$ cat config.mk
export PLATFORM = sky130hd
export DESIGN_NAME = legacy_video_decode
export DESIGN_NICKNAME = d
export VERILOG_FILES = /design/src/legacy_video_pkg.sv /design/src/addr_range_match.sv /design/src/legacy_video_decode.sv
export VERILOG_INCLUDE_DIRS = /design/src /design/src/src
export SDC_FILE = /design/constraint.sdc
export NUM_CORES = 1
export LEC_CHECK = 0
export BUFFER_PORTS_ARGS = -buffer_cell sky130_fd_sc_hd__buf_2
export CELL_PAD_IN_SITES_DETAIL_PLACEMENT = 1
export CELL_PAD_IN_SITES_GLOBAL_PLACEMENT = 1
export CORE_ASPECT_RATIO = 1.1
export CORE_MARGIN = 1.5
export CORE_UTILIZATION = 35
export DETAILED_ROUTE_END_ITERATION = 12
export PLACE_DENSITY_LB_ADDON = 0.1
export SLEW_MARGIN = 30
export SYNTH_ARGS = -nofsm -noshare
export SYNTH_HDL_FRONTEND = slang
export SYNTH_SLANG_ARGS = --single-unit
$ cat constraint.sdc
create_clock -name i_ref_clk -period 2.3 [get_ports i_ref_clk]
set_clock_uncertainty 0.1 [all_clocks]
set_input_delay 0.23 -clock i_ref_clk [delete_from_list [all_inputs] [get_ports i_ref_clk]]
set_output_delay 0.23 -clock i_ref_clk [all_outputs]
set_load 0.02 [all_outputs]
$ cat src/legacy_video_defines.svh
`ifndef LEGACY_VIDEO_DEFINES_SVH
`define LEGACY_VIDEO_DEFINES_SVH

// configuration port shape
`define LV_CFG_ADDR_W 8
`define LV_CFG_DATA_W 16
`define LV_CFG_BE_W 2

// register offsets (16-bit registers on even byte offsets)
`define LV_OFS_REMAP_BASE 8'h98
`define LV_OFS_REMAP_LIMIT 8'h9a

// remap field layout and reset values
`define LV_REMAP_FIELD_W 10
`define LV_REMAP_LSB 26
`define LV_REMAP_BASE_RST 10'h3ff
`define LV_REMAP_LIMIT_RST 10'h000
`define LV_RSVD_W 6
`define LV_BYTE_W 8

// host cycle shape
`define LV_HOST_ADDR_W 36
`define LV_HOST_BE_W 4
`define LV_IO_ALIAS_W 10

// legacy video memory ranges
`define LV_VGA_MEM_LO 36'h0_000a_0000
`define LV_VGA_MEM_HI 36'h0_000b_ffff
`define LV_MONO_MEM_LO 36'h0_000b_0000
`define LV_MONO_MEM_HI 36'h0_000b_7fff

// legacy video i/o ranges, ten address bits decoded (isa aliases)
`define LV_VGA_IO_A_LO 10'h3b0
`define LV_VGA_IO_A_HI 10'h3bb
`define LV_VGA_IO_B_LO 10'h3c0
`define LV_VGA_IO_B_HI 10'h3df

// monochrome adapter i/o locations
`define LV_MONO_IO_0 10'h3b4
`define LV_MONO_IO_1 10'h3b5
`define LV_MONO_IO_2 10'h3b8
`define LV_MONO_IO_3 10'h3b9
`define LV_MONO_IO_4 10'h3ba
`define LV_MONO_IO_5 10'h3bf

`endif

$ cat src/legacy_video_pkg.sv
`include "legacy_video_defines.svh"

package legacy_video_pkg;

  // where a decoded cycle goes
  typedef enum logic [1:0] {
    TARGET_NONE,
    TARGET_SOUTH,
    TARGET_GFX
  } route_target_e;

  // which legacy region a cycle hit
  typedef enum logic [1:0] {
    CLASS_OTHER,
    CLASS_VGA,
    CLASS_MONO
  } region_class_e;

  // configuration access request
  typedef struct packed {
    logic rd;
    logic wr;
    logic [`LV_CFG_ADDR_W-1:0] addr;
    logic [`LV_CFG_BE_W-1:0] be;
    logic [`LV_CFG_DATA_W-1:0] wdata;
  } cfg_req_s;

  // host memory or i/o cycle to decode
  typedef struct packed {
    logic valid;
    logic is_io;
    logic [`LV_HOST_BE_W-1:0] be;
    logic [`LV_HOST_ADDR_W-1:0] addr;
  } host_cycle_s;

  // decode result
  typedef struct packed {
    logic valid;
    logic is_io;
    route_target_e target;
    region_class_e cls;
    logic in_remap;
  } route_s;

endpackage

$ cat src/addr_range_match.sv
`timescale 1ns/1ps

// inclusive range compare: lo <= addr <= hi
module addr_range_match #(
  parameter int W = 36
) (
  // operands
  input wire logic [W-1:0] i_addr,
  input wire logic [W-1:0] i_lo,
  input wire logic [W-1:0] i_hi,
  // result
  output logic o_hit
);

  // both bounds belong to the range
  assign o_hit = (i_addr >= i_lo) && (i_addr <= i_hi);

endmodule

$ cat src/legacy_video_decode.sv
`timescale 1ns/1ps
`include "legacy_video_defines.svh"

// Notes on behaviour
// - routing and mono-present clear: all mono and vga references go south
// - routing on, mono absent: vga and mono references go to graphics port
// - both set: vga to graphics port, mono references to south link
// - memory cycles cross the graphics port only with memory access enabled
// - i/o cycles cross the graphics port only with i/o access enabled
// - remap base: ten rw bits of address 35:26, reset all ones
// - remap base is the inclusive lower window bound
// - base compare assumes address bits 25:0 zero, 64 MB aligned bottom
// - window disabled while base exceeds limit
// - remap limit: ten rw bits of address 35:26, reset zero
// - remap limit is the inclusive upper window bound
// - limit compare assumes address bits 25:0 ones, top just below a 64 MB boundary
module legacy_video_decode #(
  parameter int ADDR_W = `LV_HOST_ADDR_W,
  parameter int FIELD_W = `LV_REMAP_FIELD_W
) (
  // clock and reset
  input wire logic i_ref_clk,
  input wire logic i_rst_b,
  // configuration register port
  input wire legacy_video_pkg::cfg_req_s i_cfg_req,
  output logic [`LV_CFG_DATA_W-1:0] o_cfg_rdata,
  output logic o_cfg_rvalid,
  output logic o_cfg_hit,
  // routing control bits held elsewhere in the hub
  input wire logic i_legacy_video_route_en,
  input wire logic i_mono_adapter_present,
  input wire logic i_port_mem_access_en,
  input wire logic i_port_io_access_en,
  // host cycle in, decision out
  input wire legacy_video_pkg::host_cycle_s i_cycle,
  output legacy_video_pkg::route_s o_route,
  // remap window state
  output logic [FIELD_W-1:0] o_remap_base,
  output logic [FIELD_W-1:0] o_remap_limit,
  output logic o_remap_en,
  output logic o_route_cfg_invalid
);

  localparam int LSB = `LV_REMAP_LSB;
  localparam int IOW = `LV_IO_ALIAS_W;
  localparam int NBE = `LV_HOST_BE_W;
  localparam int BW = `LV_BYTE_W;
  // word numbers of the two registers, as addr[7:1] shows them
  localparam logic [`LV_CFG_ADDR_W-2:0] BASE_WORD =
    (`LV_CFG_ADDR_W-1)'(`LV_OFS_REMAP_BASE >> 1);
  localparam logic [`LV_CFG_ADDR_W-2:0] LIMIT_WORD =
    (`LV_CFG_ADDR_W-1)'(`LV_OFS_REMAP_LIMIT >> 1);

  logic [FIELD_W-1:0] base_reg;
  logic [FIELD_W-1:0] base_next;
  logic [FIELD_W-1:0] limit_reg;
  logic [FIELD_W-1:0] limit_next;
  logic [`LV_CFG_DATA_W-1:0] rdata_reg;
  logic [`LV_CFG_DATA_W-1:0] rdata_next;
  logic rvalid_reg;
  logic rvalid_next;
  logic hit_reg;
  logic hit_next;
  legacy_video_pkg::route_s route_reg;
  legacy_video_pkg::route_s route_next;
  logic remap_en_reg;
  logic remap_en_next;
  logic cfg_invalid_reg;
  logic cfg_invalid_next;

  logic sel_base;
  logic sel_limit;
  logic remap_en;
  logic remap_hit;
  logic vga_mem_hit;
  logic mono_mem_hit;
  logic [NBE-1:0] vga_io_a_hit;
  logic [NBE-1:0] vga_io_b_hit;
  logic [NBE-1:0] mono_io_hit;
  logic vga_io_any;
  logic mono_io_any;
  logic [ADDR_W-1:0] win_lo;
  logic [ADDR_W-1:0] win_hi;

  // word decode: a 16-bit register sits on an even byte offset
  assign sel_base = i_cfg_req.addr[`LV_CFG_ADDR_W-1:1] == BASE_WORD;
  assign sel_limit = i_cfg_req.addr[`LV_CFG_ADDR_W-1:1] == LIMIT_WORD;

  // register writes; reserved bits 15:10 are dropped on write
  always_comb begin
    base_next = base_reg;
    limit_next = limit_reg;
    if (i_cfg_req.wr && sel_base) begin
      if (i_cfg_req.be[0]) begin
        base_next[BW-1:0] = i_cfg_req.wdata[BW-1:0];
      end
      if (i_cfg_req.be[1]) begin
        base_next[FIELD_W-1:BW] = i_cfg_req.wdata[FIELD_W-1:BW];
      end
    end
    if (i_cfg_req.wr && sel_limit) begin
      if (i_cfg_req.be[0]) begin
        limit_next[BW-1:0] = i_cfg_req.wdata[BW-1:0];
      end
      if (i_cfg_req.be[1]) begin
        limit_next[FIELD_W-1:BW] = i_cfg_req.wdata[FIELD_W-1:BW];
      end
    end
  end

  // bit 0 is stored as written; keeping it zero is software's duty
  always_ff @(posedge i_ref_clk or negedge i_rst_b) begin
    if (!i_rst_b) begin
      base_reg <= `LV_REMAP_BASE_RST;
      limit_reg <= `LV_REMAP_LIMIT_RST;
    end else begin
      base_reg <= base_next;
      limit_reg <= limit_next;
    end
  end

  // read path: one cycle latency, unmapped offsets read zero with no hit
  always_comb begin
    rdata_next = '0;
    rvalid_next = i_cfg_req.rd;
    hit_next = 1'b0;
    if (i_cfg_req.rd) begin
      hit_next = sel_base || sel_limit;
      if (sel_base) begin
        rdata_next = {{`LV_RSVD_W{1'b0}}, base_reg};
      end else if (sel_limit) begin
        rdata_next = {{`LV_RSVD_W{1'b0}}, limit_reg};
      end
      // byte lanes not enabled return zero
      if (!i_cfg_req.be[0]) begin
        rdata_next[BW-1:0] = '0;
      end
      if (!i_cfg_req.be[1]) begin
        rdata_next[`LV_CFG_DATA_W-1:BW] = '0;
      end
    end
  end

  always_ff @(posedge i_ref_clk or negedge i_rst_b) begin
    if (!i_rst_b) begin
      rdata_reg <= '0;
      rvalid_reg <= 1'b0;
      hit_reg <= 1'b0;
    end else begin
      rdata_reg <= rdata_next;
      rvalid_reg <= rvalid_next;
      hit_reg <= hit_next;
    end
  end

  // window bounds widened to full addresses
  assign win_lo = {base_reg, {LSB{1'b0}}};
  assign win_hi = {limit_reg, {LSB{1'b1}}};
  // an inverted pair turns the window off rather than wrapping; the
  // enable is taken from the next values so it never lags a write
  always_comb begin
    remap_en_next = base_next <= limit_next;
    cfg_invalid_next = i_mono_adapter_present &&
                       !i_legacy_video_route_en;
  end

  // window enable and configuration error flag held in flip-flops
  always_ff @(posedge i_ref_clk or negedge i_rst_b) begin
    if (!i_rst_b) begin
      remap_en_reg <= (`LV_REMAP_BASE_RST <= `LV_REMAP_LIMIT_RST);
      cfg_invalid_reg <= 1'b0;
    end else begin
      remap_en_reg <= remap_en_next;
      cfg_invalid_reg <= cfg_invalid_next;
    end
  end

  assign remap_en = remap_en_reg;

  // inclusive at both ends
  addr_range_match #(.W(ADDR_W)) u_remap (
    .i_addr(i_cycle.addr),
    .i_lo(win_lo),
    .i_hi(win_hi),
    .o_hit(remap_hit)
  );

  // legacy frame buffer ranges
  addr_range_match #(.W(ADDR_W)) u_vga_mem (
    .i_addr(i_cycle.addr),
    .i_lo(`LV_VGA_MEM_LO),
    .i_hi(`LV_VGA_MEM_HI),
    .o_hit(vga_mem_hit)
  );

  addr_range_match #(.W(ADDR_W)) u_mono_mem (
    .i_addr(i_cycle.addr),
    .i_lo(`LV_MONO_MEM_LO),
    .i_hi(`LV_MONO_MEM_HI),
    .o_hit(mono_mem_hit)
  );

  // i/o decode per enabled byte; only ten address bits count, so
  // every isa alias of a legacy port decodes the same way
  genvar gb;
  generate
    for (gb = 0; gb < NBE; gb++) begin : g_io_byte
      logic [IOW-1:0] io_addr;
      assign io_addr = {i_cycle.addr[IOW-1:2], 2'(gb)};
      addr_range_match #(.W(IOW)) u_vga_io_a (
        .i_addr(io_addr),
        .i_lo(`LV_VGA_IO_A_LO),
        .i_hi(`LV_VGA_IO_A_HI),
        .o_hit(vga_io_a_hit[gb])
      );
      addr_range_match #(.W(IOW)) u_vga_io_b (
        .i_addr(io_addr),
        .i_lo(`LV_VGA_IO_B_LO),
        .i_hi(`LV_VGA_IO_B_HI),
        .o_hit(vga_io_b_hit[gb])
      );
      assign mono_io_hit[gb] = i_cycle.be[gb] &&
                               ((io_addr == `LV_MONO_IO_0) ||
                                (io_addr == `LV_MONO_IO_1) ||
                                (io_addr == `LV_MONO_IO_2) ||
                                (io_addr == `LV_MONO_IO_3) ||
                                (io_addr == `LV_MONO_IO_4) ||
                                (io_addr == `LV_MONO_IO_5));
    end
  endgenerate

  // one mono byte claims the whole access, even mixed with others
  assign mono_io_any = |mono_io_hit;
  assign vga_io_any = |((vga_io_a_hit | vga_io_b_hit) & i_cycle.be);

  // routing decision, registered so the result is glitch free
  always_comb begin
    route_next = '0;
    route_next.valid = i_cycle.valid;
    route_next.is_io = i_cycle.is_io;
    route_next.target = legacy_video_pkg::TARGET_NONE;
    route_next.cls = legacy_video_pkg::CLASS_OTHER;
    route_next.in_remap = 1'b0;
    if (i_cycle.valid) begin
      // remap only concerns memory cycles
      route_next.in_remap = !i_cycle.is_io && remap_en && remap_hit;
      if (i_cycle.is_io) begin
        if (mono_io_any) begin
          route_next.cls = legacy_video_pkg::CLASS_MONO;
        end else if (vga_io_any) begin
          route_next.cls = legacy_video_pkg::CLASS_VGA;
        end
      end else begin
        if (mono_mem_hit) begin
          route_next.cls = legacy_video_pkg::CLASS_MONO;
        end else if (vga_mem_hit) begin
          route_next.cls = legacy_video_pkg::CLASS_VGA;
        end
      end
      case (route_next.cls)
        legacy_video_pkg::CLASS_VGA: begin
          // vga follows the routing enable alone
          if (i_legacy_video_route_en) begin
            route_next.target = legacy_video_pkg::TARGET_GFX;
          end else begin
            route_next.target = legacy_video_pkg::TARGET_SOUTH;
          end
        end
        legacy_video_pkg::CLASS_MONO: begin
          // mono-present with routing off is treated as all-south
          if (i_legacy_video_route_en && !i_mono_adapter_present) begin
            route_next.target = legacy_video_pkg::TARGET_GFX;
          end else begin
            route_next.target = legacy_video_pkg::TARGET_SOUTH;
          end
        end
        default: begin
          route_next.target = legacy_video_pkg::TARGET_NONE;
        end
      endcase
      // a disabled port space falls back to the south link
      if (route_next.target == legacy_video_pkg::TARGET_GFX) begin
        if (!i_cycle.is_io && !i_port_mem_access_en) begin
          route_next.target = legacy_video_pkg::TARGET_SOUTH;
        end
        if (i_cycle.is_io && !i_port_io_access_en) begin
          route_next.target = legacy_video_pkg::TARGET_SOUTH;
        end
      end
    end
  end

  always_ff @(posedge i_ref_clk or negedge i_rst_b) begin
    if (!i_rst_b) begin
      route_reg <= '0;
    end else begin
      route_reg <= route_next;
    end
  end

  // outputs
  assign o_cfg_rdata = rdata_reg;
  assign o_cfg_rvalid = rvalid_reg;
  assign o_cfg_hit = hit_reg;
  assign o_route = route_reg;
  assign o_remap_base = base_reg;
  assign o_remap_limit = limit_reg;
  assign o_remap_en = remap_en;
  // flags the combination software must avoid, one cycle after it appears
  assign o_route_cfg_invalid = cfg_invalid_reg;

endmodule

### After elaboration in Yosys (flattened, before gate mapping)

Cells that the tools add are included.

* register bits after elaboration: 47
* output and inout port bits: 47
* word-level logic and storage cells: 103

* magnitude comparators: 23
* equality and inequality tests: 8
* muxes and demuxes: 26
* bitwise operators: 2
* reduce and logical (&&, ||, !) cells: 32

Operators by type and width (count)
* 10-bit >= comparator (second input constant): 8
* 10-bit less-or-equal comparator (second input constant): 8
* 36-bit by 20-bit >= comparator with 1-bit output (second input constant): 2
* 36-bit by 20-bit less-or-equal comparator with 1-bit output (second input constant): 2
* 10-bit two-way mux: 4
* 36-bit >= comparator: 1
* 36-bit less-or-equal comparator: 1
* 8-bit two-way mux: 4
* 8-bit equality test (second input constant): 3
* 2-bit two-way mux: 12
* 1-bit logical AND: 23
* 16-bit two-way mux: 1
* 7-bit equality test (second input constant): 2
* 10-bit less-or-equal comparator: 1
* 4-bit OR reduction: 2
* 1-bit logical NOT: 5
* 5-bit two-way mux: 1
* 4-bit bitwise AND: 1
* 2-bit equality test (second input constant): 2
* 4-bit OR: 1
* 2-bit one-hot mux with 2 select lines: 1
* 1-bit two-way mux: 3
* 2-bit by 1-bit equality test with 1-bit output (second input constant): 1
* 1-bit logical OR: 2

### Logic depth before layout (Yosys ltp)

Gate-level depths: netlist of run 1.

* depth in word-level cells: 16
* mapped depth: 10

### Cells and area by module

A second synthesis of run 1 with hierarchy kept.

* cell total of the unflattened synthesis: 1478
* area, all modules: 11753.8 sq um

Modules (own cells, without submodules)
* addr_range_match at u_mono_mem ...: instances 3, cells each 251, area an instance 1839.3 sq um, seq. area each 0.0 sq um
* addr_range_match at g_io_byte[0].u_vga_io_a ...: instances 8, cells each 68, area an instance 508.0 sq um, seq. area each 0.0 sq um
* legacy_video_decode: instances 1, cells each 181, area an instance 2172.1 sq um, seq. area each 1038.5 sq um

### Least setup slack after synthesis of run 1

OpenSTA, ideal clock, no wires.

* kind: input -> register
* start: input port i_cfg_req[23] in the netlist's numbering
* end: register remap_en_reg, in the netlist o_remap_en
* library setup time: 0.083 ns
* data arrival time: 2.423 ns
* path slack: -0.306 ns
* cell stages on the path: 9
* path buffers: 0
* cell sequence: and4b_1 > nand4_1 > nor2_2 > mux2_2 > ha_1 > a21o_1 > a21o_1 > a221o_1 > o21ai_0

* longest elaborated chain between the ends: 4
* elaborated cells between the ends (all ways): 7
* classes of those cells: 1 x order compare; 2 x eq/ne; 2 x mux; 2 x reduce/logical

Ends and longest elaborated chain
* from (decl): RTL line legacy_video_decode.sv:25 `input wire legacy_video_pkg::cfg_req_s i_cfg_req,`
* 7-bit equality test: RTL line legacy_video_decode.sv:86 `` assign sel_base = i_cfg_req.addr[`LV_CFG_ADDR_W-1:1] == BASE_WORD; ``
* 1-bit logical AND: RTL line legacy_video_decode.sv:93 `if (i_cfg_req.wr && sel_base) begin`
* 10-bit two-way mux: RTL line legacy_video_decode.sv:93
* net base_next[7]: RTL line legacy_video_decode.sv:55 `logic [FIELD_W-1:0] base_next;`
* 10-bit less-or-equal comparator: RTL line legacy_video_decode.sv:162 `remap_en_next = base_next <= limit_next;`
* net remap_en_next: RTL line legacy_video_decode.sv:67 `logic remap_en_next;`
* to (signal assigned): RTL line legacy_video_decode.sv:170 `` remap_en_reg <= (`LV_REMAP_BASE_RST <= `LV_REMAP_LIMIT_RST); ``
* to (signal assigned): RTL line legacy_video_decode.sv:173 `remap_en_reg <= remap_en_next;`
* to (decl): RTL line legacy_video_decode.sv:66 `logic remap_en_reg;`

The timed path passes the listed nets, and every way through them passes these cells.

### Worst setup path after layout of run 1

Ends and elaborated chain as after synthesis.

==> results.yml, run 1 <==
outcome:
  run_status: "finished clean"
timing:
  fin_crit_sh_pct: 96.17
  hold_viol_final: 0
  max_freq_ghz: 0.4521
  final.min_clock_period_ns: 2.212
  setup_violations: 0
  slew_headroom_pct: 64.94
  drv_slew: 0
  max_slew.worst_pin.slew_ns: 0.5258
  rsz0062_at_grt: "yes"
setup_path:
  required_ns: 2.43
  critPathMaxStageDelay_ns: 0.32
  cp-start-kind: "input pin"
  r2r_slack_ns: 0.23
  crit_arrival_ns: 2.34
  reg2reg_from: "o_remap_base[7]"
  ff2ff_path_depth: 6
  path_class: "input pin to flop"
  crit_chain: "buf_2 > and4b_1 > nand4_1 > nor2_4 > buf_4 > mux2_4 > ha_4 > a21o_1 > a21o_1 > a221o_1 > o21ai_1"
  end_kind: "flop"
  cp_slowest_cell: "mux2_4"
  crit_top_cell: "a21o_1"
  crit_fanout: 3
  r2r-end: "o_route[0]"
logic_synthesis:
  synth_top_family_by_area: "simple AND/OR/NAND/NOR gates"
  synthArstFlopShare_pct: 100.0
  synth.yosys.warnings: 0
  syn_area_per_cell_um2: 10.31
  synth_compound_area_share_pct: 9.263
  ys_seq_area_share_pct: 37.32
  syn-instance-count: 270
  synth_xor_area_share_pct: 0
  yosys.area_share.simple_pct: 17.13
  synthMuxAreaShare_pct: 15.65
  ys.flop_type: "dfrtp_1"
  synth.distinct_cells: 43
  synth-edff-count: 0
  synth_area_um2: 2783
  ys_ff_latch: 41
  synth_adder_area_share_pct: 14.39
global_route:
  grt_pass1_wl_mm: 13.36
  grt.total_usage_pct: 20.72
  antenna_found_initial: 0
  grt_pass1_vias: 2802
  grt_max_degree: 38
  grt-ovfl-total: 0
clock_network:
  clk_pin_slew_worst_paths_ns: 0.09
  worstSkewPairLatency_ns: 0.30
  tritoncts: "built"
  cts.path.max_buffers: 2
  cts_buffers: 5
  htreeDepth: 2
  root_buffer: "clkbuf_8"
  cts.sinks: 41
floorplanning:
  chipHeight_um: 96.52
  core_area_um2: 7597
  die-area_um2: 8495
  ios: 123
  rows: 33
  start_util_pct: 36.63
  die_w_um: 88.02
detailed_routing:
  wl_met1_mm: 3.736
  drt_iter0_markers: 49
  wl_met2_mm: 4.506
  wl_met3_um: 417
  postRouteWirelength_mm: 8.752
  top_layer_used: "met4"
  antenna_left: 0
  num_vias: 2650
  avgViaCountPerCell: 5.000
  wl_per_cell_um: 16.51
  first_pass_iters: 4
  drc_errors: 0
cells_and_area:
  finalNetCount: 532
  antenna_cells: 0
  fin_area_um2: 3913
  syn_to_final_growth_pct: 40.60
  drive_gt1_share_pct: 46.12
  final_cells: 530
placed_design:
  place.gp.congestion: 0.8223
  placed_cell_area_um2: 3679
  dp.final_hpwl_mm: 6.987
  port_buffers: 109
  place_inst: 509
power:
  p_per_area_nw_per_um2: 456.3
  internal_power_uw: 1236
  switchingPower_uw: 549.2
  pwr-share-clk_pct: 30.8
  p_sw_share_pct: 30.76
  sequentialPowerShare_pct: 44.4
  vdd_drop_max_uv: 242.0
  leakagePower_uw: 0.001952
  comb_power_share_pct: 24.9
hold_path:
  whs_path_depth: 3
  hp-class: "input pin to flop"
  hold_end: "o_route_cfg_invalid"
  min-delay-start: "i_mono_adapter_present"
job:
  cap_violations: 0
==> power by group through the flow <==
stage | combinational (µW) | clock (µW) | sequential, µW
2_1_floorplan | 193 | 0 | 831
3_3_place_gp | 421 | 0 | 805
3_5_place_dp | 436 | 0 | 806
4_1_cts | 445 | 569 | 793
5_1_grt | 493 | 597 | 798
6_report | 444 | 549 | 792
==> kinds of logic (layout without fill, tap and decap cells) <==
logic type / after synthesis / count (layout)
multiplexers: 41 / 41
buffers and inverters: 37 / 187
other: 1 / 6
AO/OA/AOI/OAI: 38 / 38
AND/OR/NAND/NOR: 80 / 80
adder cells (fa/ha/maj): 32 / 32
flip-flops: 41 / 41
==> final cells by class <==
| type | instances | area (µm²) |
|---|---|---|
| fillers | 953 | 3685 |
| multi-input cells | 197 | 1650 |
| flip-flops and latches | 41 | 1039 |
| repair buffers | 150 | 878.3 |
| well taps | 105 | 131.4 |
| inverters | 29 | 108.9 |
| clock buffers | 7 | 96.34 |
| clock inverters | 1 | 8.758 |
==> flip-flops by register name, summed over array words and instances (netlist names) <==
signal	cells
o_cfg_hit	1
o_cfg_rvalid	1
o_remap_limit	10
o_route_cfg_invalid	1
o_cfg_rdata	10
o_remap_en	1
o_route	7
o_remap_base	10
==> what timing repair did <==
action,in CTS,in global routing
hold buffers,4,0
setup endpoints to repair,0,2
endpoints found under the hold margin,34,0
buffers inserted,0,9
resized for setup,0,4
==> synth_stat cells (3+ instances only) <==
library cell / count / area (µm²)
a211oi_1: 3 / 22.52
ha_1: 32 / 400.4
nand4_1: 12 / 75.07
buf_4: 6 / 45.04
a21o_1: 5 / 37.54
mux2i_1: 21 / 210.2
or4_1: 6 / 45.04
mux2_2: 20 / 225.2
nor3_1: 3 / 15.01
nand3_1: 8 / 40.04
nand3b_1: 3 / 22.52
dfrtp_1: 31 / 775.7
nor4_1: 6 / 37.54
inv_1: 29 / 108.9
dfstp_2: 10 / 262.8
a21oi_1: 10 / 50.05
nor2_1: 17 / 63.81
o21ai_0: 8 / 40.04
nand2_1: 10 / 37.54
==> critical path: cells and delay by family <==
family | cells | cell delay [ns]
multiplexers | 1 | 0.32
adder cells (fa/ha/maj) | 1 | 0.25
buffers and inverters | 2 | 0.23
AND/OR/NAND/NOR | 3 | 0.56
AO/OA/AOI/OAI | 4 | 0.74
==> routing by layer <==
layer  track usage, %  up-vias
met2            39.19       75
met1            24.41     1282
met5                0        -
met3            3.229        7
li1                 -     1286
met4            4.818        0
==> layout by cell type (no fill, tap or decap), types with 2 or more instances in the layout <==
cell and count:
a211oi_1 3, a21o_1 5, a21oi_1 10, a221o_1 2, and2_1 2, buf_2 108, buf_4 37, clkbuf_8 7
conb_1 6, dfrtp_1 31, dfstp_2 10, dlygate4sd3_1 4, ha_1 31, inv_1 29, mux2_2 19, mux2i_1 19
mux2i_4 2, nand2_1 10, nand2b_1 2, nand3_1 8, nand3b_1 3, nand4_1 12, nor2_1 17, nor2_4 2
nor3_1 3, nor4_1 5, nor4_4 2, o21ai_0 7, or3b_2 2, or4_1 6
==> worst max path at each step <==
stage	startpoint	to	slack, ns	cells after the start
2_1_floorplan	i_cfg_req[23]	o_remap_en	-0.13	10
3_3_place_gp	i_cfg_req[23]	o_remap_en	-0.22	10
3_5_place_dp	i_cfg_req[23]	o_remap_en	-0.30	10
4_1_cts	i_cfg_req[23]	o_remap_en	0.01	10
5_1_grt	i_cfg_req[23]	o_remap_en	-0.02	13
6_report	i_cfg_req[23]	o_remap_en	0.09	11
==> per-stage QoR <==
stage | total power, µW | util, % | setup TNS (ns) | worst slack, ns | hold WS [ns]
final | 1785 | 51.50 | 0 | 0.08818 | 0.07629
after global placement | 1226 | 48.42 | -0.5211 | -0.2202 | 0.2608
after detailed placement | 1242 | 48.42 | -0.6796 | -0.2963 | 0.2598
after CTS | 1808 | 50.33 | 0 | 0.01308 | 0.06874
after floorplan | 1024 | - | -0.1253 | -0.1253 | -0.1656
after global routing | 1889 | 51.50 | -0.01574 | -0.01574 | 0.08576
Power figures use the tool's default switching activity.
==> run 2: changes to the inputs <==
Settings changed: CORE_UTILIZATION 35 to 50, SYNTH_HIERARCHICAL set to 1.
Clock period 2.3 ns to 2.8 ns, I/O delays scaled along.
==> results.yml, run 2 <==
logic_synthesis:
  synth_area_um2: 11750
  ys_ff_latch: 41
  synthTopCellsByCount: "inv_1 (390), ha_1 (388), a21oi_1 (122)"
  syn_area_per_cell_um2: 7.952
  synthArstFlopShare_pct: 100.0
  ys.flop_type: "dfrtp_1"
  synth_top_area_share_pct: 41.30
  yosys.area.top_type: "ha_1"
  synth-edff-count: 0
  ys_seq_area_share_pct: 8.835
  synth.yosys.warnings: 6
  syn-instance-count: 1478
  yosysMostFrequentCell: "inv_1"
  yosys-top-cells-area: "ha_1 (41%), inv_1 (12%), dfrtp_1 (6.6%)"
  synth.distinct_cells: 56
clock_network:
  cts_setup_buffers: 15
  ctsResizeCount: 163
  cts_buffers: 5
  cts.sinks: 41
  cts.path.max_buffers: 2
  root_buffer: "clkbuf_16"
  hold_buffers: 0
  htreeDepth: 2
floorplanning:
  ios: 123
  die_w_um: 149.2
  chipHeight_um: 163.8
  start_util_pct: 51.09
  rows: 58
outcome:
  run_status: "stopped before the end"
  haltStage: "clock tree synthesis"
  tool.error: "[ERROR DPL-0033] detailed placement checks failed during check placement."
placed_design:
  dp.final_hpwl_mm: 41.15
  place_inst: 2405
  place.gp.congestion: 0.8126
  port_buffers: 109
## run 2: cell count changes after synthesis, sizes merged, moves of 12 or more
cell,change
o21ai,+40
ha,+356
nand2,+62
a21oi,+120
a21o,+32
nor3,+18
a211oi,+22
nand2b,+18
inv,+361
o31ai,+12
nand4,+57
nand3,+26
nor2,+19
## run 2: cell families after synthesis
| group | after synthesis | synth area share, % |
|---|---|---|
| mux | 41 | 3.800 |
| other cells | 2 | 0.06389 |
| simple gates | 288 | 15.29 |
| buf+inv | 401 | 13.09 |
| flops | 41 | 8.835 |
| compound gates | 317 | 17.62 |
| fa+ha+maj | 388 | 41.30 |
## run 2: stage by stage
step	worst slack [ns]	hold WS, ns	utilization, %	cell area [µm²]	setup TNS, ns
2_1_floorplan	0.01132	-0.1156	-	13200	0
3_3_place_gp	-0.6512	0.3067	66.28	15250	-1.265
3_5_place_dp	-0.8181	0.3057	66.28	15250	-1.557
==> run 3: changes to the inputs <==
Settings changed: CELL_PAD_IN_SITES_DETAIL_PLACEMENT 1 to unset, CELL_PAD_IN_SITES_GLOBAL_PLACEMENT 1 to unset, CORE_ASPECT_RATIO 1.1 to unset, CORE_UTILIZATION 50 to 40, PLACE_DENSITY_LB_ADDON 0.1 to 0.15.
==> results.yml, run 3 <==
outcome:
  run_status: "finished with violations"
  violations: "setup timing"
logic_synthesis:
  synth_top_area_share_pct: 41.30
  synth_area_um2: 11750
  ys_ff_latch: 41
  yosys-top-cells-area: "ha_1 (41%), inv_1 (12%), dfrtp_1 (6.6%)"
  yosysMostFrequentCell: "inv_1"
  synthArstFlopShare_pct: 100.0
  yosys.area.top_type: "ha_1"
  ys.flop_type: "dfrtp_1"
  syn-instance-count: 1478
  synth.distinct_cells: 56
  syn_area_per_cell_um2: 7.952
  ys_seq_area_share_pct: 8.835
  synth.yosys.warnings: 6
  synth-edff-count: 0
  synthTopCellsByCount: "inv_1 (390), ha_1 (388), a21oi_1 (122)"
clock_network:
  clk_pin_slew_worst_paths_ns: 0.06
  worstSkewPairLatency_ns: 0.29
  htreeDepth: 2
  cts_buffers: 5
  cts.sinks: 41
  root_buffer: "clkbuf_16"
  tritoncts: "built"
  cts.path.max_buffers: 2
detailed_routing:
  wl_per_cell_um: 11.47
  drt_iter0_markers: 234
  avgViaCountPerCell: 4.491
  num_vias: 11290
  postRouteWirelength_mm: 28.82
  antenna_left: 0
  first_pass_iters: 4
  drc_errors: 0
cells_and_area:
  final_common_cell: "inv_1"
  drive_gt1_share_pct: 18.69
  multiInputGateArea_um2: 10980
  syn_to_final_growth_pct: 36.99
  fillerInstances: 2806
  finalNetCount: 2592
  final_cells: 2513
  final_cell_mix: "inv_1 (389), conb_1 (386), ha_1 (372), buf_4 (152), a21oi_1 (118)"
  antenna_cells: 0
  regArea_um2: 1039
  fin_area_um2: 16100
placed_design:
  port_buffers: 109
  dp.final_hpwl_mm: 25.21
  placed_cell_area_um2: 15390
  place.gp.congestion: 0.8103
  place_inst: 2497
floorplanning:
  start_util_pct: 40.84
  rows: 62
  ios: 123
  chipHeight_um: 174.4
  die_w_um: 174.4
  core_area_um2: 28780
  die-area_um2: 30420
global_route:
  grt_pass1_vias: 11200
  grt.total_usage_pct: 19.81
  grt_pass1_wl_mm: 50.59
  antenna_found_initial: 0
  grt-ovfl-total: 0
  grt_max_degree: 42
hold_path:
  hp-class: "input pin to flop"
timing:
  fin_ws_ns: -0.1670
  max_slew.worst_pin.slew_ns: 0.5179
  fin_crit_sh_pct: 106.0
  final.min_clock_period_ns: 2.967
  rsz0062_at_grt: "yes"
  drv_slew: 0
  slew_headroom_pct: 65.47
  setup_violations: 2
  hold_viol_final: 0
  max_freq_ghz: 0.3370
power:
  vdd_drop_max_uv: 267.9
  p_per_area_nw_per_um2: 215.8
  leakagePower_uw: 0.009581
setup_path:
  path_class: "input pin to flop"
  crit_fanout: 13
  end_kind: "flop"
  cp-start-kind: "input pin"
  required_ns: 2.90
  crit_arrival_ns: 3.07
job:
  cap_violations: 0
-- run 3: cell counts after synthesis --
No cell type changed its count.
-- run 3: logic make-up after synthesis --
group	share of synthesized area [%]
buf+inv	13.09
fa+ha+maj	41.30
compound gates	17.62
simple gates	15.29
mux	3.800
flops	8.835
other cells	0.06389
-- run 3: layout make-up --
type / count / area share, %
Multi-Input combinational cell: 1420 / 68.20
Timing Repair Buffer: 270 / 12.09
Inverter: 390 / 9.092
Sequential cell: 41 / 6.450
Tap cell: 384 / 2.984
Clock buffer: 5 / 0.7771
Clock inverter: 3 / 0.4041
-- run 3: power by group --
part           internal, µW  total (µW)  switching [µW]
registers               627         653            25.7
logic                   971        2080            1110
clock network           509         742             233
-- run 3: critical path: stages --
cell and delay [ns]:
buf_6 0.14, buf_4 0.17, ha_1 0.31, a41oi_1 0.22, nor3_1 0.08, o32a_1 0.34
o21ai_2 0.13, nand4_1 0.19, buf_4 0.20, buf_4 0.13, a31oi_2 0.18, ha_2 0.21
o21ai_0 0.11, a21o_1 0.20, o2bb2ai_1 0.16
-- run 3: repair_timing --
| item | 4_1_cts | 5_1_grt |
|---|---|---|
| endpoints found under the hold margin | 0 | 31 |
| setup endpoints to repair | 2 | 2 |
| setup buffers | 6 | 1 |
| pin swaps | 22 | 13 |
| hold buffers | 0 | 1 |
| gates resized for setup | 55 | 26 |
-- run 3: layer usage --
layer | vias up | GRT usage [%] | wire (µm) | part of all wire [%]
met5 | - | 0 | 0 | 0
met4 | 0 | 4.705 | 665 | 2.3
met3 | 42 | 1.509 | 658 | 2.3
met2 | 119 | 36.72 | 14250 | 49
met1 | 5022 | 24.64 | 13240 | 46
li1 | 6104 | - | - | -
-- run 3: worst paths after layout --
| check | from | depth (start not counted) | slack [ns] | to |
|---|---|---|---|---|
| setup / recovery | i_cycle[4] | 15 | -0.17 | o_route[3] |
| hold / removal | i_cfg_req[27] | 1 | 0.02 | o_cfg_rvalid |
| setup reg to reg | o_remap_base[1] | 8 | 0.22 | o_route[0] |
| hold reg to reg | o_remap_en | 2 | 0.46 | o_route[0] |
| max in group asynchronous | i_rst_b | 2 | 1.81 | o_remap_base[0] |
| min in group asynchronous | i_rst_b | 2 | 0.41 | o_route[6] |
-- run 3: through the flow --
stage,total power (µW),setup slack (ns),hold slack (ns),TNS [ns],utilization (%)
final,3474,-0.1670,0.02168,-0.2980,55.95
after global routing,3842,-0.2660,0.02037,-0.4991,55.95
after floorplan,1905,0.01132,-0.1156,0,-
after detailed placement,2570,-0.7831,0.3070,-1.575,53.47
after global placement,2520,-0.6836,0.3031,-1.336,53.47
after CTS,3378,-0.1369,0.01821,-0.2368,55.24
==> run 4: changes to the inputs <==
Settings changed: BUFFER_PORTS_ARGS -buffer_cell sky130_fd_sc_hd__buf_2 to -buffer_cell sky130_fd_sc_hd__buf_4, CAP_MARGIN set to 30.
==> results.yml, run 4 (synthesized netlist as in run 3, its figures left out) <==
cells_and_area:
  fillerInstances: 2758
  finalNetCount: 2581
  final_cell_mix: "inv_1 (389), conb_1 (386), ha_1 (361), buf_4 (243), a21oi_1 (118)"
  regArea_um2: 1039
  syn_to_final_growth_pct: 38.89
  antenna_cells: 0
  final_common_cell: "inv_1"
  multiInputGateArea_um2: 11140
  drive_gt1_share_pct: 19.03
detailed_routing:
  first_pass_iters: 4
  num_vias: 11280
  drt_iter0_markers: 336
  avgViaCountPerCell: 4.509
  antenna_left: 0
  wl_per_cell_um: 11.74
  drc_errors: 0
  postRouteWirelength_mm: 29.38
global_route:
  grt_max_degree: 42
  grt-ovfl-total: 0
  grt_pass1_wl_mm: 51.18
  grt.total_usage_pct: 20.03
  antenna_found_initial: 0
  top_usage_layer: "met2"
  grt_pass1_vias: 11370
  grt_use_met2_pct: 39.24
  use_met3_pct: 1.203
  gr-usage-met1_pct: 24.27
placed_design:
  dp.final_hpwl_mm: 25.17
  port_buffers: 109
  place.gp.congestion: 0.8305
  place_ws_ns: -0.5951
power:
  leakagePower_uw: 0.009541
  finalPower_uw: 3447
  p_per_area_nw_per_um2: 211.2
  vdd_drop_max_uv: 274.5
setup_path:
  critPathMaxStageDelay_ns: 0.52
  cp_slowest_cell: "or4_1"
  reg2reg_from: "o_remap_base[7]"
  critPathLaunch: "i_cycle[26]"
  required_ns: 2.91
  crit_fanout: 4
  cp-start-kind: "input pin"
  crit_arrival_ns: 3.03
  path_class: "input pin to flop"
  critPathBufInv: 3
  end_kind: "flop"
  crit_top_cell: "buf_4"
  crit_chain: "buf_4 > buf_4 > ha_4 > nand4_1 > buf_4 > or4_1 > a31oi_1 > o32a_1 > and3_4 > a31o_4 > ha_4 > nor4_4 > a21boi_2"
  path_delay_family: "simple AND/OR/NAND/NOR gates"
floorplanning:
  core_area_um2: 28780
  chipHeight_um: 174.4
  die-area_um2: 30420
  rows: 62
  die_w_um: 174.4
  start_util_pct: 40.84
  ios: 123
clock_network:
  tritoncts: "built"
  cts.sinks: 41
  htreeDepth: 2
  clk_pin_slew_worst_paths_ns: 0.06
  cts_buffers: 5
  root_buffer: "clkbuf_16"
  worstSkewPairLatency_ns: 0.28
  cts.path.max_buffers: 2
job:
  cap_violations: 0
outcome:
  violations: "setup timing"
  run_status: "finished with violations"
timing:
  drv_slew: 0
  slew_headroom_pct: 64.73
  max_slew.worst_pin.slew_ns: 0.5290
  hold_viol_final: 0
  final.min_clock_period_ns: 2.921
  rsz0062_at_grt: "yes"
  max_freq_ghz: 0.3424
  fin_ws_ns: -0.1207
  setup_violations: 2
  fin_crit_sh_pct: 104.3
hold_path:
  hp-class: "input pin to flop"
  min-delay-start: "i_cfg_req[27]"
## run 4: cell type report
type | instances | area share (%)
multi-input cells | 1420 | 68.22
repair buffers | 259 | 12.42
inverters | 390 | 8.968
flip-flops and latches | 41 | 6.362
well taps | 384 | 2.943
clock buffers | 6 | 0.8508
clock inverters | 2 | 0.2299
## run 4: what timing repair did
action,4_1_cts,5_1_grt
pin swaps,27,14
gates resized for setup,64,18
setup buffers,4,2
hold buffers,1,0
setup endpoints to repair,2,2
endpoints found under the hold margin,31,0
## run 4: final timing paths
check	endpoint	slack, ns	cells after the start
worst max register to register	o_route[0]	0.21	8
worst min register to register	o_cfg_rdata[3]	0.49	2
min in group asynchronous	o_route[6]	0.42	2
worst min-delay path	o_cfg_rvalid	0.01	1
max in group asynchronous	o_remap_base[1]	1.80	2
worst max-delay path	o_route[4]	-0.12	13
## run 4: stage by stage
stage / hold slack (ns) / utilization [%] / area [µm²] / TNS (ns) / cells
after global placement: 0.1891 / 53.96 / 15530 / -1.106 / 2488
after CTS: 0.01153 / 56.13 / 16150 / -0.06783 / 2500
final: 0.01480 / 56.72 / 16320 / -0.2053 / 2502
after detailed placement: 0.1921 / 53.96 / 15530 / -1.157 / 2488
after global routing: 0.004674 / 56.72 / 16320 / -0.3207 / 2502
after floorplan: -0.1156 / - / 13200 / 0 / 1862
## run 4: report_power, final
part / switching, µW / leakage [µW] / total, µW / internal, µW
clock: 232 / 0.0000831 / 677 / 445
combinational: 1110 / 0.00894 / 2110 / 999
sequential: 30.7 / 0.000522 / 658 / 627
## run 4: metal layers
layer	vias up	wire length, µm
li1	6093	-
met1	5057	13000
met2	111	15430
met3	20	669
met4	0	289
met5	-	0
